$ cat config.mk
export PLATFORM = sky130hd
export DESIGN_NAME = csfu_core
export DESIGN_NICKNAME = d
export VERILOG_FILES = /design/src/csfu_pkg.sv /design/src/csfu_alu_if.sv /design/src/csfu_alu.sv /design/src/csfu_core.sv
export SDC_FILE = /design/constraint.sdc
export NUM_CORES = 1
export LEC_CHECK = 0
export BUFFER_PORTS_ARGS = -buffer_cell sky130_fd_sc_hd__buf_2
export CAP_MARGIN = 20
export CORE_MARGIN = 3
export CORE_UTILIZATION = 58
export CTS_BUF_LIST = sky130_fd_sc_hd__clkbuf_2
export DETAILED_ROUTE_END_ITERATION = 12
export PLACE_DENSITY = 0.83
export REMOVE_ABC_BUFFERS = 1
export SYNTH_ARGS = -nofsm -noshare
export SYNTH_HDL_FRONTEND = slang
export SYNTH_SLANG_ARGS = --single-unit
export TNS_END_PERCENT = 30
$ cat constraint.sdc
create_clock -name hclk -period 3.71 [get_ports hclk]
set_input_delay 0.1855 -clock hclk [delete_from_list [all_inputs] [get_ports hclk]]
set_output_delay 0.1855 -clock hclk [all_outputs]
set_load 0.005 [all_outputs]
$ cat src/csfu_pkg.sv
package csfu_pkg;
    // Register word indexes (index = data memory location, byte addr = 4x)
    localparam logic [7:0] IDX_IND0 = 8'h00;
    localparam logic [7:0] IDX_ACC = 8'h05;
    localparam logic [7:0] IDX_PCLB = 8'h06;
    localparam logic [7:0] IDX_TPL = 8'h07;
    localparam logic [7:0] IDX_THR = 8'h08;
    localparam logic [7:0] IDX_TPH = 8'h09;
    localparam logic [7:0] IDX_FLAGS = 8'h0A;
    localparam logic [7:0] IDX_IND1 = 8'h02;
    localparam logic [7:0] IDX_IND2 = 8'h0C;
    // Own control and status block
    localparam logic [7:0] IDX_CMD = 8'h20;
    localparam logic [7:0] IDX_OPND = 8'h21;
    localparam logic [7:0] IDX_RESULT = 8'h22;
    localparam logic [7:0] IDX_EXTADDR = 8'h23;
    localparam logic [7:0] IDX_PCFULL = 8'h24;
    localparam logic [7:0] IDX_TBLDATA = 8'h25;
    localparam logic [7:0] IDX_IRQSTAT = 8'h26;
    localparam logic [7:0] IDX_IRQMASK = 8'h27;
    localparam logic [7:0] IDX_SECTOR = 8'h28;
    localparam logic [7:0] IDX_OFFSET = 8'h29;
    // Flag bit positions
    localparam int FLG_C = 0;
    localparam int FLG_AC = 1;
    localparam int FLG_Z = 2;
    localparam int FLG_OV = 3;
    localparam int FLG_PDF = 4;
    localparam int FLG_TO = 5;
    localparam int FLG_CZ = 6;
    localparam int FLG_SC = 7;
    // Software may write every bit but watchdog and power-down
    localparam logic [7:0] FLAGS_WMASK = 8'hCF;
    localparam logic [7:0] FLAGS_RST = 8'h00;
    // Interrupt status bits
    localparam int IRQ_TIMEOUT = 0;
    localparam int IRQ_JUMP = 1;
    localparam int IRQ_TABLE = 2;
    localparam int IRQ_W = 3;
    // Jump dummy-cycle count
    localparam int DUMMY_CYC = 1;

    typedef enum logic [3:0] {
        CSFU_OP_NOP, CSFU_OP_ADD, CSFU_OP_ADC, CSFU_OP_SUB, CSFU_OP_SUBTRACT_TO_MEMORY_INSTRUCTION,
        CSFU_OP_SBC, CSFU_OP_SBCM, CSFU_OP_AND, CSFU_OP_OR, CSFU_OP_XOR,
        CSFU_OP_RLC, CSFU_OP_RRC, CSFU_OP_CLRWDT, CSFU_OP_HALT,
        CSFU_OP_TABRD, CSFU_OP_MOV
    } csfu_op_e;
endpackage
$ cat src/csfu_alu_if.sv
`timescale 1ns/1ps
interface csfu_alu_if;
    logic [3:0] op;
    logic [7:0] a;
    logic [7:0] b;
    logic cin;
    logic [7:0] result;
    logic c;
    logic ac;
    logic z;
    logic ov;
    logic sc;
    logic is_arith;
    modport core (output op, a, b, cin,
        input result, c, ac, z, ov, sc, is_arith);
    modport alu (input op, a, b, cin,
        output result, c, ac, z, ov, sc, is_arith);
endinterface

$ cat src/csfu_alu.sv
`timescale 1ns/1ps
module csfu_alu (
    csfu_alu_if.alu bus
);
    logic [4:0] lo;
    logic [8:0] full;
    logic [7:0] low7;
    logic c7;
    logic [7:0] bb;
    logic ci;
    always_comb begin
        bb = bus.b;
        ci = 1'b0;
        lo = 5'h00;
        full = 9'h000;
        low7 = 8'h00;
        bus.result = 8'h00;
        bus.c = bus.cin;
        bus.ac = 1'b0;
        bus.ov = 1'b0;
        bus.is_arith = 1'b0;
        c7 = 1'b0;
        case (csfu_pkg::csfu_op_e'(bus.op))
            csfu_pkg::CSFU_OP_ADD, csfu_pkg::CSFU_OP_ADC,
            csfu_pkg::CSFU_OP_SUB, csfu_pkg::CSFU_OP_SUBTRACT_TO_MEMORY_INSTRUCTION,
            csfu_pkg::CSFU_OP_SBC, csfu_pkg::CSFU_OP_SBCM: begin
                // Subtract is add of inverted operand; carry means no borrow
                if (bus.op == csfu_pkg::CSFU_OP_ADC) begin
                    ci = bus.cin;
                end else if (bus.op == csfu_pkg::CSFU_OP_SUB ||
                        bus.op == csfu_pkg::CSFU_OP_SUBTRACT_TO_MEMORY_INSTRUCTION) begin
                    bb = ~bus.b;
                    ci = 1'b1;
                end else if (bus.op != csfu_pkg::CSFU_OP_ADD) begin
                    bb = ~bus.b;
                    ci = bus.cin;
                end
                full = {1'b0, bus.a} + {1'b0, bb} + {8'h00, ci};
                lo = {1'b0, bus.a[3:0]} + {1'b0, bb[3:0]} + {4'h0, ci};
                low7 = {1'b0, bus.a[6:0]} + {1'b0, bb[6:0]} + {7'h00, ci};
                c7 = low7[7];
                bus.result = full[7:0];
                bus.c = full[8];
                bus.ac = lo[4];
                bus.ov = c7 ^ full[8];
                bus.is_arith = 1'b1;
            end
            csfu_pkg::CSFU_OP_AND: bus.result = bus.a & bus.b;
            csfu_pkg::CSFU_OP_OR: bus.result = bus.a | bus.b;
            csfu_pkg::CSFU_OP_XOR: bus.result = bus.a ^ bus.b;
            csfu_pkg::CSFU_OP_RLC: begin
                bus.result = {bus.a[6:0], bus.cin};
                bus.c = bus.a[7];
            end
            csfu_pkg::CSFU_OP_RRC: begin
                bus.result = {bus.cin, bus.a[7:1]};
                bus.c = bus.a[0];
            end
            default: bus.result = bus.b;
        endcase
        bus.z = (bus.result == 8'h00);
        bus.sc = bus.ov ^ bus.result[7];
    end
endmodule // csfu_alu

$ cat src/csfu_core.sv
// Our own choices: the AHB-Lite slave port and the address map.
`timescale 1ns/1ps
module csfu_core #(
    parameter int PC_W = 13,
    parameter int SECT_W = 2
) (
    // Bus clock and reset
    input wire logic hclk,
    input wire logic hresetn,
    // AHB-Lite slave
    input wire logic hsel,
    input wire logic [31:0] haddr,
    input wire logic [1:0] htrans,
    input wire logic hwrite,
    input wire logic [2:0] hsize,
    input wire logic [31:0] hwdata,
    input wire logic hready,
    output logic [31:0] hrdata,
    output logic hreadyout,
    output logic hresp,
    // Watchdog event pin
    input wire logic wdt_timeout,
    // Program memory table port
    output logic [PC_W-1:0] tbl_addr,
    input wire logic [15:0] tbl_word,
    // Program counter
    output logic [PC_W-1:0] pc,
    output logic dummy_cycle,
    // Extended data address
    output logic [SECT_W-1:0] sector,
    output logic [7:0] sector_offset,
    // Interrupt
    output logic irq
);
    // Pointer split and page jump need a high byte above bit 7
    if (PC_W < 9 || PC_W > 16 || SECT_W < 1 || SECT_W > 8) begin : g_bad_width
        $error("csfu_core: unsupported width");
    end

    csfu_alu_if alu_bus ();
    csfu_alu u_alu (.bus(alu_bus));

    function automatic logic is_idx(input logic [31:0] a,
            input logic [7:0] idx);
        is_idx = (a[31:10] == 22'h000000) && (a[9:2] == idx)
            && (a[1:0] == 2'b00);
    endfunction

    // --------------------------------------------------------
    // Bus address phase
    // --------------------------------------------------------
    logic wr_pend;
    logic rd_pend;
    logic [31:0] ap_addr;
    logic wr_go;
    logic [7:0] wd;
    assign hreadyout = 1'b1;
    assign hresp = 1'b0;
    assign wr_go = wr_pend;
    assign wd = hwdata[7:0];

    always_ff @(posedge hclk or negedge hresetn) begin
        if (!hresetn) begin
            wr_pend <= 1'b0;
            rd_pend <= 1'b0;
            ap_addr <= 32'h00000000;
        end else if (hready) begin
            wr_pend <= hsel && htrans[1] && hwrite;
            rd_pend <= hsel && htrans[1] && !hwrite;
            ap_addr <= haddr;
        end
    end

    // --------------------------------------------------------
    // Data path registers
    // --------------------------------------------------------
    logic [7:0] acc;
    logic [7:0] opnd;
    logic [7:0] result;
    logic [7:0] flags;
    logic [7:0] tpl;
    logic [7:0] tph;
    logic [7:0] thr;
    logic [7:0] tbl_low;
    logic [15:0] ext_addr;
    localparam int IRQ_W_L = csfu_pkg::IRQ_W;
    logic [IRQ_W_L-1:0] irq_stat;
    logic [IRQ_W_L-1:0] irq_mask;
    logic cmd_go;
    csfu_pkg::csfu_op_e cmd_op;
    logic wdt_s1;
    logic wdt_s2;
    logic wdt_s3;
    logic wdt_lvl;
    logic wdt_ev;

    assign cmd_go = wr_go && is_idx(ap_addr, csfu_pkg::IDX_CMD);
    assign cmd_op = csfu_pkg::csfu_op_e'(hwdata[3:0]);

    assign alu_bus.op = hwdata[3:0];
    assign alu_bus.a = acc;
    assign alu_bus.b = opnd;
    assign alu_bus.cin = flags[csfu_pkg::FLG_C];

    // --------------------------------------------------------
    // Watchdog pin
    // --------------------------------------------------------
    // Pin synchroniser; first stage feeds only the second
    always_ff @(posedge hclk or negedge hresetn) begin
        if (!hresetn) begin
            wdt_s1 <= 1'b0;
            wdt_s2 <= 1'b0;
            wdt_s3 <= 1'b0;
        end else begin
            wdt_s1 <= wdt_timeout;
            wdt_s2 <= wdt_s1;
            wdt_s3 <= wdt_s2;
        end
    end
    // Level moves only once the last two stages agree
    always_ff @(posedge hclk or negedge hresetn) begin
        if (!hresetn) begin
            wdt_lvl <= 1'b0;
        end else if (wdt_s2 == wdt_s3) begin
            wdt_lvl <= wdt_s3;
        end
    end
    assign wdt_ev = wdt_s2 && wdt_s3 && !wdt_lvl;

    // --------------------------------------------------------
    // Accumulator and result
    // --------------------------------------------------------
    always_ff @(posedge hclk or negedge hresetn) begin
        if (!hresetn) begin
            acc <= 8'h00;
            opnd <= 8'h00;
            result <= 8'h00;
        end else begin
            if (cmd_go && alu_bus.op != csfu_pkg::CSFU_OP_NOP &&
                    cmd_op != csfu_pkg::CSFU_OP_CLRWDT &&
                    cmd_op != csfu_pkg::CSFU_OP_HALT &&
                    cmd_op != csfu_pkg::CSFU_OP_TABRD) begin
                result <= alu_bus.result;
                // Memory-destination forms keep acc untouched
                if (cmd_op != csfu_pkg::CSFU_OP_SUBTRACT_TO_MEMORY_INSTRUCTION &&
                        cmd_op != csfu_pkg::CSFU_OP_SBCM) begin
                    acc <= alu_bus.result;
                end
            end else if (cmd_go && cmd_op == csfu_pkg::CSFU_OP_TABRD) begin
                result <= tbl_word[7:0];
            end else if (wr_go && is_idx(ap_addr, csfu_pkg::IDX_ACC)) begin
                acc <= wd;
            end
            if (wr_go && is_idx(ap_addr, csfu_pkg::IDX_OPND)) begin
                opnd <= wd;
            end
        end
    end

    // --------------------------------------------------------
    // Flags
    // --------------------------------------------------------
    // Interrupt entry and calls do not touch this register
    always_ff @(posedge hclk or negedge hresetn) begin
        if (!hresetn) begin
            flags <= csfu_pkg::FLAGS_RST;
        end else begin
            if (cmd_go) begin
                case (cmd_op)
                    csfu_pkg::CSFU_OP_CLRWDT: begin
                        flags[csfu_pkg::FLG_TO] <= 1'b0;
                        flags[csfu_pkg::FLG_PDF] <= 1'b0;
                    end
                    csfu_pkg::CSFU_OP_HALT: begin
                        flags[csfu_pkg::FLG_TO] <= 1'b0;
                        flags[csfu_pkg::FLG_PDF] <= 1'b1;
                    end
                    csfu_pkg::CSFU_OP_NOP, csfu_pkg::CSFU_OP_TABRD,
                    csfu_pkg::CSFU_OP_MOV: begin
                    end
                    csfu_pkg::CSFU_OP_RLC, csfu_pkg::CSFU_OP_RRC: begin
                        flags[csfu_pkg::FLG_C] <= alu_bus.c;
                    end
                    default: begin
                        // Same cycle as the result write
                        flags[csfu_pkg::FLG_Z] <= alu_bus.z;
                        if (alu_bus.is_arith) begin
                            flags[csfu_pkg::FLG_C] <= alu_bus.c;
                            flags[csfu_pkg::FLG_AC] <= alu_bus.ac;
                            flags[csfu_pkg::FLG_OV] <= alu_bus.ov;
                            flags[csfu_pkg::FLG_SC] <= alu_bus.sc;
                        end
                        if (cmd_op == csfu_pkg::CSFU_OP_SUB ||
                                cmd_op == csfu_pkg::CSFU_OP_SUBTRACT_TO_MEMORY_INSTRUCTION) begin
                            flags[csfu_pkg::FLG_CZ] <= alu_bus.z;
                        end else if (cmd_op == csfu_pkg::CSFU_OP_SBC ||
                                cmd_op == csfu_pkg::CSFU_OP_SBCM) begin
                            flags[csfu_pkg::FLG_CZ] <=
                                flags[csfu_pkg::FLG_CZ] & alu_bus.z;
                        end
                    end
                endcase
            end else if (wr_go && is_idx(ap_addr, csfu_pkg::IDX_FLAGS)) begin
                flags <= (wd & csfu_pkg::FLAGS_WMASK) |
                    (flags & ~csfu_pkg::FLAGS_WMASK);
            end
            // Time-out wins over a simultaneous clear
            if (wdt_ev) begin
                flags[csfu_pkg::FLG_TO] <= 1'b1;
            end
        end
    end

    // --------------------------------------------------------
    // Program counter and table read
    // --------------------------------------------------------
    logic [$clog2(csfu_pkg::DUMMY_CYC+1)-1:0] dummy_cnt;
    always_ff @(posedge hclk or negedge hresetn) begin
        if (!hresetn) begin
            pc <= '0;
            dummy_cnt <= '0;
        end else if (wr_go && is_idx(ap_addr, csfu_pkg::IDX_PCLB)) begin
            // Only the low byte moves, so the jump stays in the page
            pc[7:0] <= wd;
            dummy_cnt <= ($bits(dummy_cnt))'(csfu_pkg::DUMMY_CYC);
        end else if (wr_go && is_idx(ap_addr, csfu_pkg::IDX_PCFULL)) begin
            pc <= hwdata[PC_W-1:0];
        end else if (dummy_cnt != '0) begin
            dummy_cnt <= dummy_cnt - 1'b1;
        end
    end
    assign dummy_cycle = (dummy_cnt != '0);

    logic [15:0] tbl_ptr;
    assign tbl_ptr = {tph, tpl};
    assign tbl_addr = tbl_ptr[PC_W-1:0];
    always_ff @(posedge hclk or negedge hresetn) begin
        if (!hresetn) begin
            tpl <= 8'h00;
            tph <= 8'h00;
            thr <= 8'h00;
            tbl_low <= 8'h00;
        end else begin
            if (wr_go && is_idx(ap_addr, csfu_pkg::IDX_TPL)) begin
                tpl <= wd;
            end
            if (wr_go && is_idx(ap_addr, csfu_pkg::IDX_TPH)) begin
                tph <= wd;
            end
            if (cmd_go && cmd_op == csfu_pkg::CSFU_OP_TABRD) begin
                thr <= tbl_word[15:8];
                tbl_low <= tbl_word[7:0];
            end else if (wr_go && is_idx(ap_addr, csfu_pkg::IDX_THR)) begin
                thr <= wd;
            end
        end
    end

    // --------------------------------------------------------
    // Extended direct address
    // --------------------------------------------------------
    always_ff @(posedge hclk or negedge hresetn) begin
        if (!hresetn) begin
            ext_addr <= 16'h0000;
        end else if (wr_go && is_idx(ap_addr, csfu_pkg::IDX_EXTADDR)) begin
            ext_addr <= hwdata[15:0];
        end
    end
    assign sector = ext_addr[8 +: SECT_W];
    assign sector_offset = ext_addr[7:0];

    // --------------------------------------------------------
    // Interrupts
    // --------------------------------------------------------
    logic [IRQ_W_L-1:0] irq_set;
    always_comb begin
        irq_set = '0;
        irq_set[csfu_pkg::IRQ_TIMEOUT] = wdt_ev;
        irq_set[csfu_pkg::IRQ_JUMP] = wr_go &&
            is_idx(ap_addr, csfu_pkg::IDX_PCLB);
        irq_set[csfu_pkg::IRQ_TABLE] = cmd_go &&
            cmd_op == csfu_pkg::CSFU_OP_TABRD;
    end
    always_ff @(posedge hclk or negedge hresetn) begin
        if (!hresetn) begin
            irq_stat <= '0;
            irq_mask <= '0;
        end else begin
            // Set beats a same-cycle write-one clear
            if (wr_go && is_idx(ap_addr, csfu_pkg::IDX_IRQSTAT)) begin
                irq_stat <= (irq_stat & ~hwdata[IRQ_W_L-1:0]) | irq_set;
            end else begin
                irq_stat <= irq_stat | irq_set;
            end
            if (wr_go && is_idx(ap_addr, csfu_pkg::IDX_IRQMASK)) begin
                irq_mask <= hwdata[IRQ_W_L-1:0];
            end
        end
    end
    assign irq = |(irq_stat & irq_mask);

    // --------------------------------------------------------
    // Read mux
    // --------------------------------------------------------
    always_comb begin
        hrdata = 32'h00000000;
        if (rd_pend) begin
            // Indirect locations and unmapped words fall through to zero
            case (ap_addr[9:2])
                csfu_pkg::IDX_ACC: hrdata[7:0] = acc;
                csfu_pkg::IDX_PCLB: hrdata[7:0] = pc[7:0];
                csfu_pkg::IDX_TPL: hrdata[7:0] = tpl;
                csfu_pkg::IDX_TPH: hrdata[7:0] = tph;
                csfu_pkg::IDX_THR: hrdata[7:0] = thr;
                csfu_pkg::IDX_FLAGS: hrdata[7:0] = flags;
                csfu_pkg::IDX_OPND: hrdata[7:0] = opnd;
                csfu_pkg::IDX_RESULT: hrdata[7:0] = result;
                csfu_pkg::IDX_EXTADDR: hrdata[15:0] = ext_addr;
                csfu_pkg::IDX_PCFULL: hrdata[PC_W-1:0] = pc;
                csfu_pkg::IDX_TBLDATA: hrdata[7:0] = tbl_low;
                csfu_pkg::IDX_IRQSTAT: hrdata[IRQ_W_L-1:0] = irq_stat;
                csfu_pkg::IDX_IRQMASK: hrdata[IRQ_W_L-1:0] = irq_mask;
                csfu_pkg::IDX_SECTOR: hrdata[SECT_W-1:0] = sector;
                csfu_pkg::IDX_OFFSET: hrdata[7:0] = sector_offset;
                default: hrdata = 32'h00000000;
            endcase
            if (ap_addr[31:10] != 22'h000000) begin
                hrdata = 32'h00000000;
            end
        end
    end
endmodule // csfu_core

==> results.sh, run 1 <==
export IMPL_status="finished clean"
export IMPL_grt_pass1_vias=7572
export IMPL_synth_area_per_cell_um2=10.2
export IMPL_die_area_mm2=0.0158
export IMPL_worst_slew_pin_slew_ps=880
export IMPL_grt_pass1_wl_um=41200
export IMPL_power_share_sequential=0.534
export IMPL_crit_path_max_incr_delay_ps=630
export IMPL_power_density_mw_per_mm2=308
export IMPL_htreeDepth=4
export IMPL_skew_ps=39.8
export IMPL_io_buffers=124
export IMPL_finalHoldViolations=0
export IMPL_hold_path_class="input port to asynchronous set/reset pin"
export IMPL_power_total_w=0.00305
export IMPL_cts_root_buf="clkbuf_2"
export IMPL_die_x_um=126
export IMPL_area_growth_pct=19.4
export IMPL_cp_max_fo=5
export IMPL_cts_setup_buffers=0
export IMPL_drive_gt1_frac=0.292
export IMPL_start_kind="flop"
export IMPL_p_switching_w=0.000951
export IMPL_clock_sinks=138
export IMPL_ant_nets=0
export IMPL_synth_edf_count=0
export IMPL_grt_start_max_net_pins=95
export IMPL_crit_buf_inv=1
export IMPL_synth_area_mm2=0.00829
export IMPL_setup_viol=0
export IMPL_fill_cells=1030
export IMPL_largest_reg_flops=32
export IMPL_p_clk_frac=0.310
export IMPL_switching_share=0.311
export IMPL_yosysSeqAreaShare=0.416
export IMPL_internal_power_w=0.00210
export IMPL_cp_slowest_cell="nor3_1"
export IMPL_cts_made_buffers=17
export IMPL_worst_setup_path_end_kind="output port"
export IMPL_start_util=0.595
export IMPL_clockBufferDepth=2
export IMPL_wl_per_cell_um=21.8
export IMPL_drc=0
export IMPL_place_inst=1080
export IMPL_drt_iter0_markers=941
export IMPL_tritoncts="yes"
export IMPL_first_pass_iters=7
export IMPL_ys_types=82
export IMPL_rsz0062_at_grt="false"
export IMPL_synth_cells=817
export IMPL_place_congestion=0.966
export IMPL_maxCapViolations=0
export IMPL_cp_data_arrival_time_ps=3400
export IMPL_path_clk_slew_ps=240
export IMPL_cpLargestDelayFamily="simple AND/OR/NAND/NOR gates"
export IMPL_grt_ovfl_total=0
export IMPL_worstSkewPairLatency_ps=770
export IMPL_combPwrFrac=0.156
export IMPL_slew_headroom=0.410
export IMPL_path_class="flop to output port"
export IMPL_die_h_um=126
export IMPL_synth_flop_cell="dfrtp_1"
export IMPL_min_period_over_period=0.967
export IMPL_dp_slack_ps=308
export IMPL_layout_common_cells="dfrtp_1, buf_2, mux2_2"
export IMPL_fin_tns_setup_ps=0
export IMPL_ios=163
export IMPL_largestRegisters="ap_addr (32), ext_addr (16), pc (13)"
export IMPL_vias=7558
export IMPL_antenna_found_initial=1
export IMPL_vdd_drop_max_mv=0.346
export IMPL_viasPerCell=6.36
export IMPL_reg2reg_slack_ps=280
export IMPL_path_cells="nor4_1 -> nand4_1 -> nor3_1 -> nand2_1 -> a31oi_1 -> buf_2"
export IMPL_final_nets=1112
export IMPL_dp_hpwl_um=17400
export IMPL_power_leakage_nw=4.59
export IMPL_finalWorstSetupSlack_ps=123
export IMPL_core_mm2=0.0139
export IMPL_drv_slew=0
export IMPL_gr_usage_all_layers=0.331
export IMPL_rows=43
export IMPL_cp_required_ps=3520
export IMPL_clock_fmax_mhz=279
export IMPL_layout_commonest_cell="dfrtp_1"
export IMPL_final_cells=1189
export IMPL_ys_warnings_count=0
export IMPL_max_flop_register="ap_addr"
export IMPL_yosys_register_bits=138
export IMPL_async_flop_share=1.00
export IMPL_drt_total_wl_um=25900
export IMPL_final_min_clock_period_ps=3590
-- worst reg2reg max path, delay by kind of cell, from the launching register on --
kind            cells  cell delay (ps)
simple gates        6             1760
buf+inv             2              780
flops               1              710
compound gates      1               80
-- metrics by stage --
stage	utilization	hold slack, ps	instance area [µm²]
after global placement	0.638	293	8880
after floorplan	-	-110	7850
final	0.710	41.7	9900
after global routing	0.710	23.1	9900
after CTS	0.710	6.68	9890
after detailed placement	0.638	298	8880
-- power groups by stage --
stage / clock network (W) / logic, W / registers [W]
after global routing: 0.00101 / 0.000517 / 0.00164
final: 0.000946 / 0.000476 / 0.00163
after global placement: 0 / 0.000397 / 0.00165
after detailed placement: 0 / 0.000405 / 0.00165
after CTS: 0.000938 / 0.000462 / 0.00163
after floorplan: 0 / 0.000216 / 0.00164
-- repair_timing --
item / CTS / global route
endpoints found under the hold margin: 203 / 0
endpoints found under the setup margin: 0 / 2
gates resized for setup: 0 / 2
hold buffers: 76 / 0
-- cells in the mapped netlist (all sizes together), types with 3 or more instances --
master,count,area (µm²)
a211oi,9,67.6
a21o,7,52.6
a21oi,44,224
a221oi,12,111
a222oi,12,120
a22o,7,61.3
a22oi,24,180
a311oi,4,35.0
a31oi,18,119
and2,4,28.8
and3,15,93.8
buf,65,440
clkbuf,15,66.3
dfrtp,138,3450
ha,24,300
inv,29,109
mux2,87,980
mux2i,5,53.8
nand2,64,243
nand2b,5,31.3
nand3,14,75.1
nand3b,3,38.8
nand4,6,37.5
nand4b,3,26.3
nor2,47,179
nor2b,4,25.0
nor3,21,181
nor3b,4,35.0
nor4,12,105
o211ai,4,30.0
o21a,4,30.0
o21ai,42,210
o22ai,8,50.1
o2bb2ai,3,26.3
o31ai,3,22.5
or3,4,25.0
xnor2,13,114
-- logic make-up after synthesis --
| logic type | share of synthesized area |
|---|---|
| AOI/OAI and AO/OA | 0.183 |
| muxes | 0.125 |
| buffers and inverters | 0.0747 |
| DFF | 0.416 |
| xor gates and xnor gates | 0.0158 |
| adders and majority gates | 0.0410 |
| other | 0.000906 |
| and+or+nand+nor | 0.143 |
-- layout make-up --
class / count / area [µm²] / area share
multi-input combinational: 585 / 4290 / 0.433
sequential: 138 / 3450 / 0.349
timing repair buffer: 223 / 1570 / 0.159
tap: 180 / 225 / 0.0228
clock inverter: 15 / 163 / 0.0164
inverter: 30 / 113 / 0.0114
clock buffer: 17 / 85.1 / 0.00859
antenna: 1 / 2.50 / 0.000253
-- per-layer routing --
metal / track usage / wire (µm) / vias to the layer above
li1: - / - / 3344
met1: 0.430 / 9810 / 3633
met2: 0.537 / 12400 / 494
met3: 0.0696 / 2610 / 87
met4: 0.151 / 1070 / 0
met5: 0 / 0 / -
-- worst paths after layout --
check | from | to | cells after the start
worst max-delay path | ap_addr[15] | hrdata[4] | 6
worst min-delay path | hresetn | acc[6] | 2
worst max register to register | ap_addr[7] | thr[1] | 9
worst min register to register | wdt_s1 | wdt_s2 | 0
max in group asynchronous | hresetn | ap_addr[9] | 3
min in group hclk | wdt_timeout | wdt_s1 | 2
Note: power is estimated with default switching activity, not from simulation.
==> inputs of run 2 (changes only) <==
--- a/config.mk
+++ b/config.mk
@@ -5,13 +5,14 @@
 export SDC_FILE = /design/constraint.sdc
 export NUM_CORES = 1
 export LEC_CHECK = 0
+export ABC_AREA = 0
 export BUFFER_PORTS_ARGS = -buffer_cell sky130_fd_sc_hd__buf_2
 export CAP_MARGIN = 20
 export CORE_MARGIN = 3
-export CORE_UTILIZATION = 58
+export CORE_UTILIZATION = 52
 export CTS_BUF_LIST = sky130_fd_sc_hd__clkbuf_2
 export DETAILED_ROUTE_END_ITERATION = 12
-export PLACE_DENSITY = 0.83
+export PLACE_DENSITY = 0.79
 export REMOVE_ABC_BUFFERS = 1
 export SYNTH_ARGS = -nofsm -noshare
 export SYNTH_HDL_FRONTEND = slang
==> constraint.sdc (replaced) <==
create_clock -name hclk -period 3.1 [get_ports hclk]
set_input_delay 0.155 -clock hclk [delete_from_list [all_inputs] [get_ports hclk]]
set_output_delay 0.155 -clock hclk [all_outputs]
set_load 0.005 [all_outputs]
==> run 2 against run 1 <==
- non-clock buffer count up 36
- setup slack worse by 99 ps
- register-to-register slack worse by 180 ps
- power grew 28%
- clock-buffer cell count grew 4
- clock skew is 4.9 ps lower
- largest power group unchanged
==> results.sh, run 2 (same netlist as run 1, synthesis figures left out) <==
export IMPL_placed_area_mm2=0.00906
export IMPL_ant_nets=0
export IMPL_clockBufferDepth=2
export IMPL_grt_start_max_net_pins=112
export IMPL_die_x_um=132
export IMPL_worstSkewPairLatency_ps=760
export IMPL_vdd_drop_max_mv=0.315
export IMPL_maxCapViolations=0
export IMPL_first_pass_iters=8
export IMPL_drt_iter0_markers=918
export IMPL_clock_sinks=138
export IMPL_drv_slew=0
export IMPL_grt_pass1_wl_um=41400
export IMPL_rows=45
export IMPL_area_growth_pct=25.9
export IMPL_setup_viol=0
export IMPL_core_mm2=0.0154
export IMPL_place_congestion=0.957
export IMPL_finalHoldViolations=0
export IMPL_cts_root_buf="clkbuf_2"
export IMPL_io_buffers=124
export IMPL_cp_max_fo=5
export IMPL_wl_per_cell_um=21.1
export IMPL_fin_tns_setup_ps=0
export IMPL_rsz0062_at_grt="true"
export IMPL_clock_fmax_mhz=325
export IMPL_worst_slew_pin_slew_ps=797
export IMPL_path_class="flop to output port"
export IMPL_min_period_over_period=0.992
export IMPL_drt_total_wl_um=26500
export IMPL_skew_ps=34.9
export IMPL_start_util=0.538
export IMPL_drive_gt1_frac=0.334
export IMPL_max_flop_register="ap_addr"
export IMPL_drc=0
export IMPL_cp_required_ps=2940
export IMPL_layout_commonest_cell="dfrtp_1"
export IMPL_worst_setup_path_end_kind="output port"
export IMPL_dp_hpwl_um=17300
export IMPL_hold_path_class="input port to flop"
export IMPL_worstReg2RegStart="ap_addr[14]"
export IMPL_grt_pass1_vias=7653
export IMPL_path_clk_slew_ps=210
export IMPL_largestRegisters="ap_addr (32), ext_addr (16), pc (13)"
export IMPL_vias=7788
export IMPL_cp_data_arrival_time_ps=2920
export IMPL_gr_usage_met1=0.394
export IMPL_largest_reg_flops=32
export IMPL_die_h_um=132
export IMPL_tritoncts="yes"
export IMPL_power_density_mw_per_mm2=374
export IMPL_antenna_found_initial=2
export IMPL_grt_util_met2=0.461
export IMPL_finish_instance_area_mm2=0.0104
export IMPL_cts_made_buffers=17
export IMPL_hold_start="wdt_timeout"
export IMPL_grt_use_met3=0.0916
export IMPL_grt_busiest_layer="met2"
export IMPL_status="finished clean"
export IMPL_final_min_clock_period_ps=3080
export IMPL_die_area_mm2=0.0175
export IMPL_hold_ws_ps=67.1
export IMPL_ff2ff_path_depth=9
export IMPL_grt_ovfl_total=0
export IMPL_htreeDepth=4
export IMPL_viasPerCell=6.20
export IMPL_start_kind="flop"
export IMPL_slew_headroom=0.468
export IMPL_worstSetupStartpoint="ap_addr[15]"
export IMPL_gr_usage_all_layers=0.298
export IMPL_layout_common_cells="dfrtp_1, buf_2, mux2_2"
export IMPL_power_leakage_nw=4.86
export IMPL_final_nets=1148
export IMPL_ios=163
export IMPL_min_path_cells=2
run 2: cell count changes in the layout (fill, tap and decap cells not counted), sizes merged:
cell         before  now
clkinv            6    5
inv              34   30
bufinv            2    5
clkinvlp          3    1
clkbuf           17   21
buf             147  181
dlygate4sd3      76   78
diode             1    2
run 2: layer usage:
| layer | vias to the layer above | routed length [µm] |
|---|---|---|
| li1 | 3418 | - |
| met1 | 3779 | 10400 |
| met2 | 502 | 12300 |
| met3 | 89 | 2850 |
| met4 | 0 | 1010 |
| met5 | - | 0 |
run 2: final timing paths:
kind | endpoint | slack, ps
max in group asynchronous | tpl[5] | 1860
min in group asynchronous | alu_bus.b[2] | 280
hold reg to reg | wdt_s2 | 370
setup / recovery | hrdata[3] | 20
setup reg to reg | thr[1] | 100
hold / removal | wdt_s1 | 70
run 2: final cells by class:
| type | count | area [µm²] |
|---|---|---|
| Antenna cell | 2 | 5.00 |
| Tap cell | 211 | 264 |
| Sequential cell | 138 | 3460 |
| Clock inverter | 11 | 194 |
| Clock buffer | 21 | 105 |
| Fill cell | 1149 | 4990 |
| Multi-Input combinational cell | 585 | 4420 |
| Timing Repair Buffer | 259 | 1880 |
| Inverter | 30 | 113 |
run 2: worst max-delay path: stages, from the launching register on:
cell,delay [ps]
dfrtp_1,460
nor4_2,410
nand4_1,170
buf_4,200
nor3_4,290
nand2_1,260
a31oi_1,230
buf_2,150
run 2: repair_timing:
item                                    in CTS  in global routing
gates resized for setup                      9                 24
endpoints found under the hold margin      225                 10
endpoints found under the setup margin      10                 17
buffers inserted                             2                 12
hold buffers                                77                  1
pin swaps                                    1                  8
gates cloned                                 0                  0
run 2: per-stage QoR:
step                      total power [W]  cells   util  setup slack (ps)
after CTS                         0.00383   1242  0.661             -32.0
after global placement            0.00246   1131  0.587              24.1
after detailed placement          0.00247   1131  0.587             -66.1
after global routing              0.00404   1257  0.677              -127
final                             0.00391   1257  0.677              24.4
after floorplan                   0.00222    753      -              -203
run 2: report_power, final:
part           switching [W]  internal, W
sequential         0.0000740      0.00187
combinational       0.000340     0.000303
clock               0.000695     0.000627
total                0.00111      0.00280
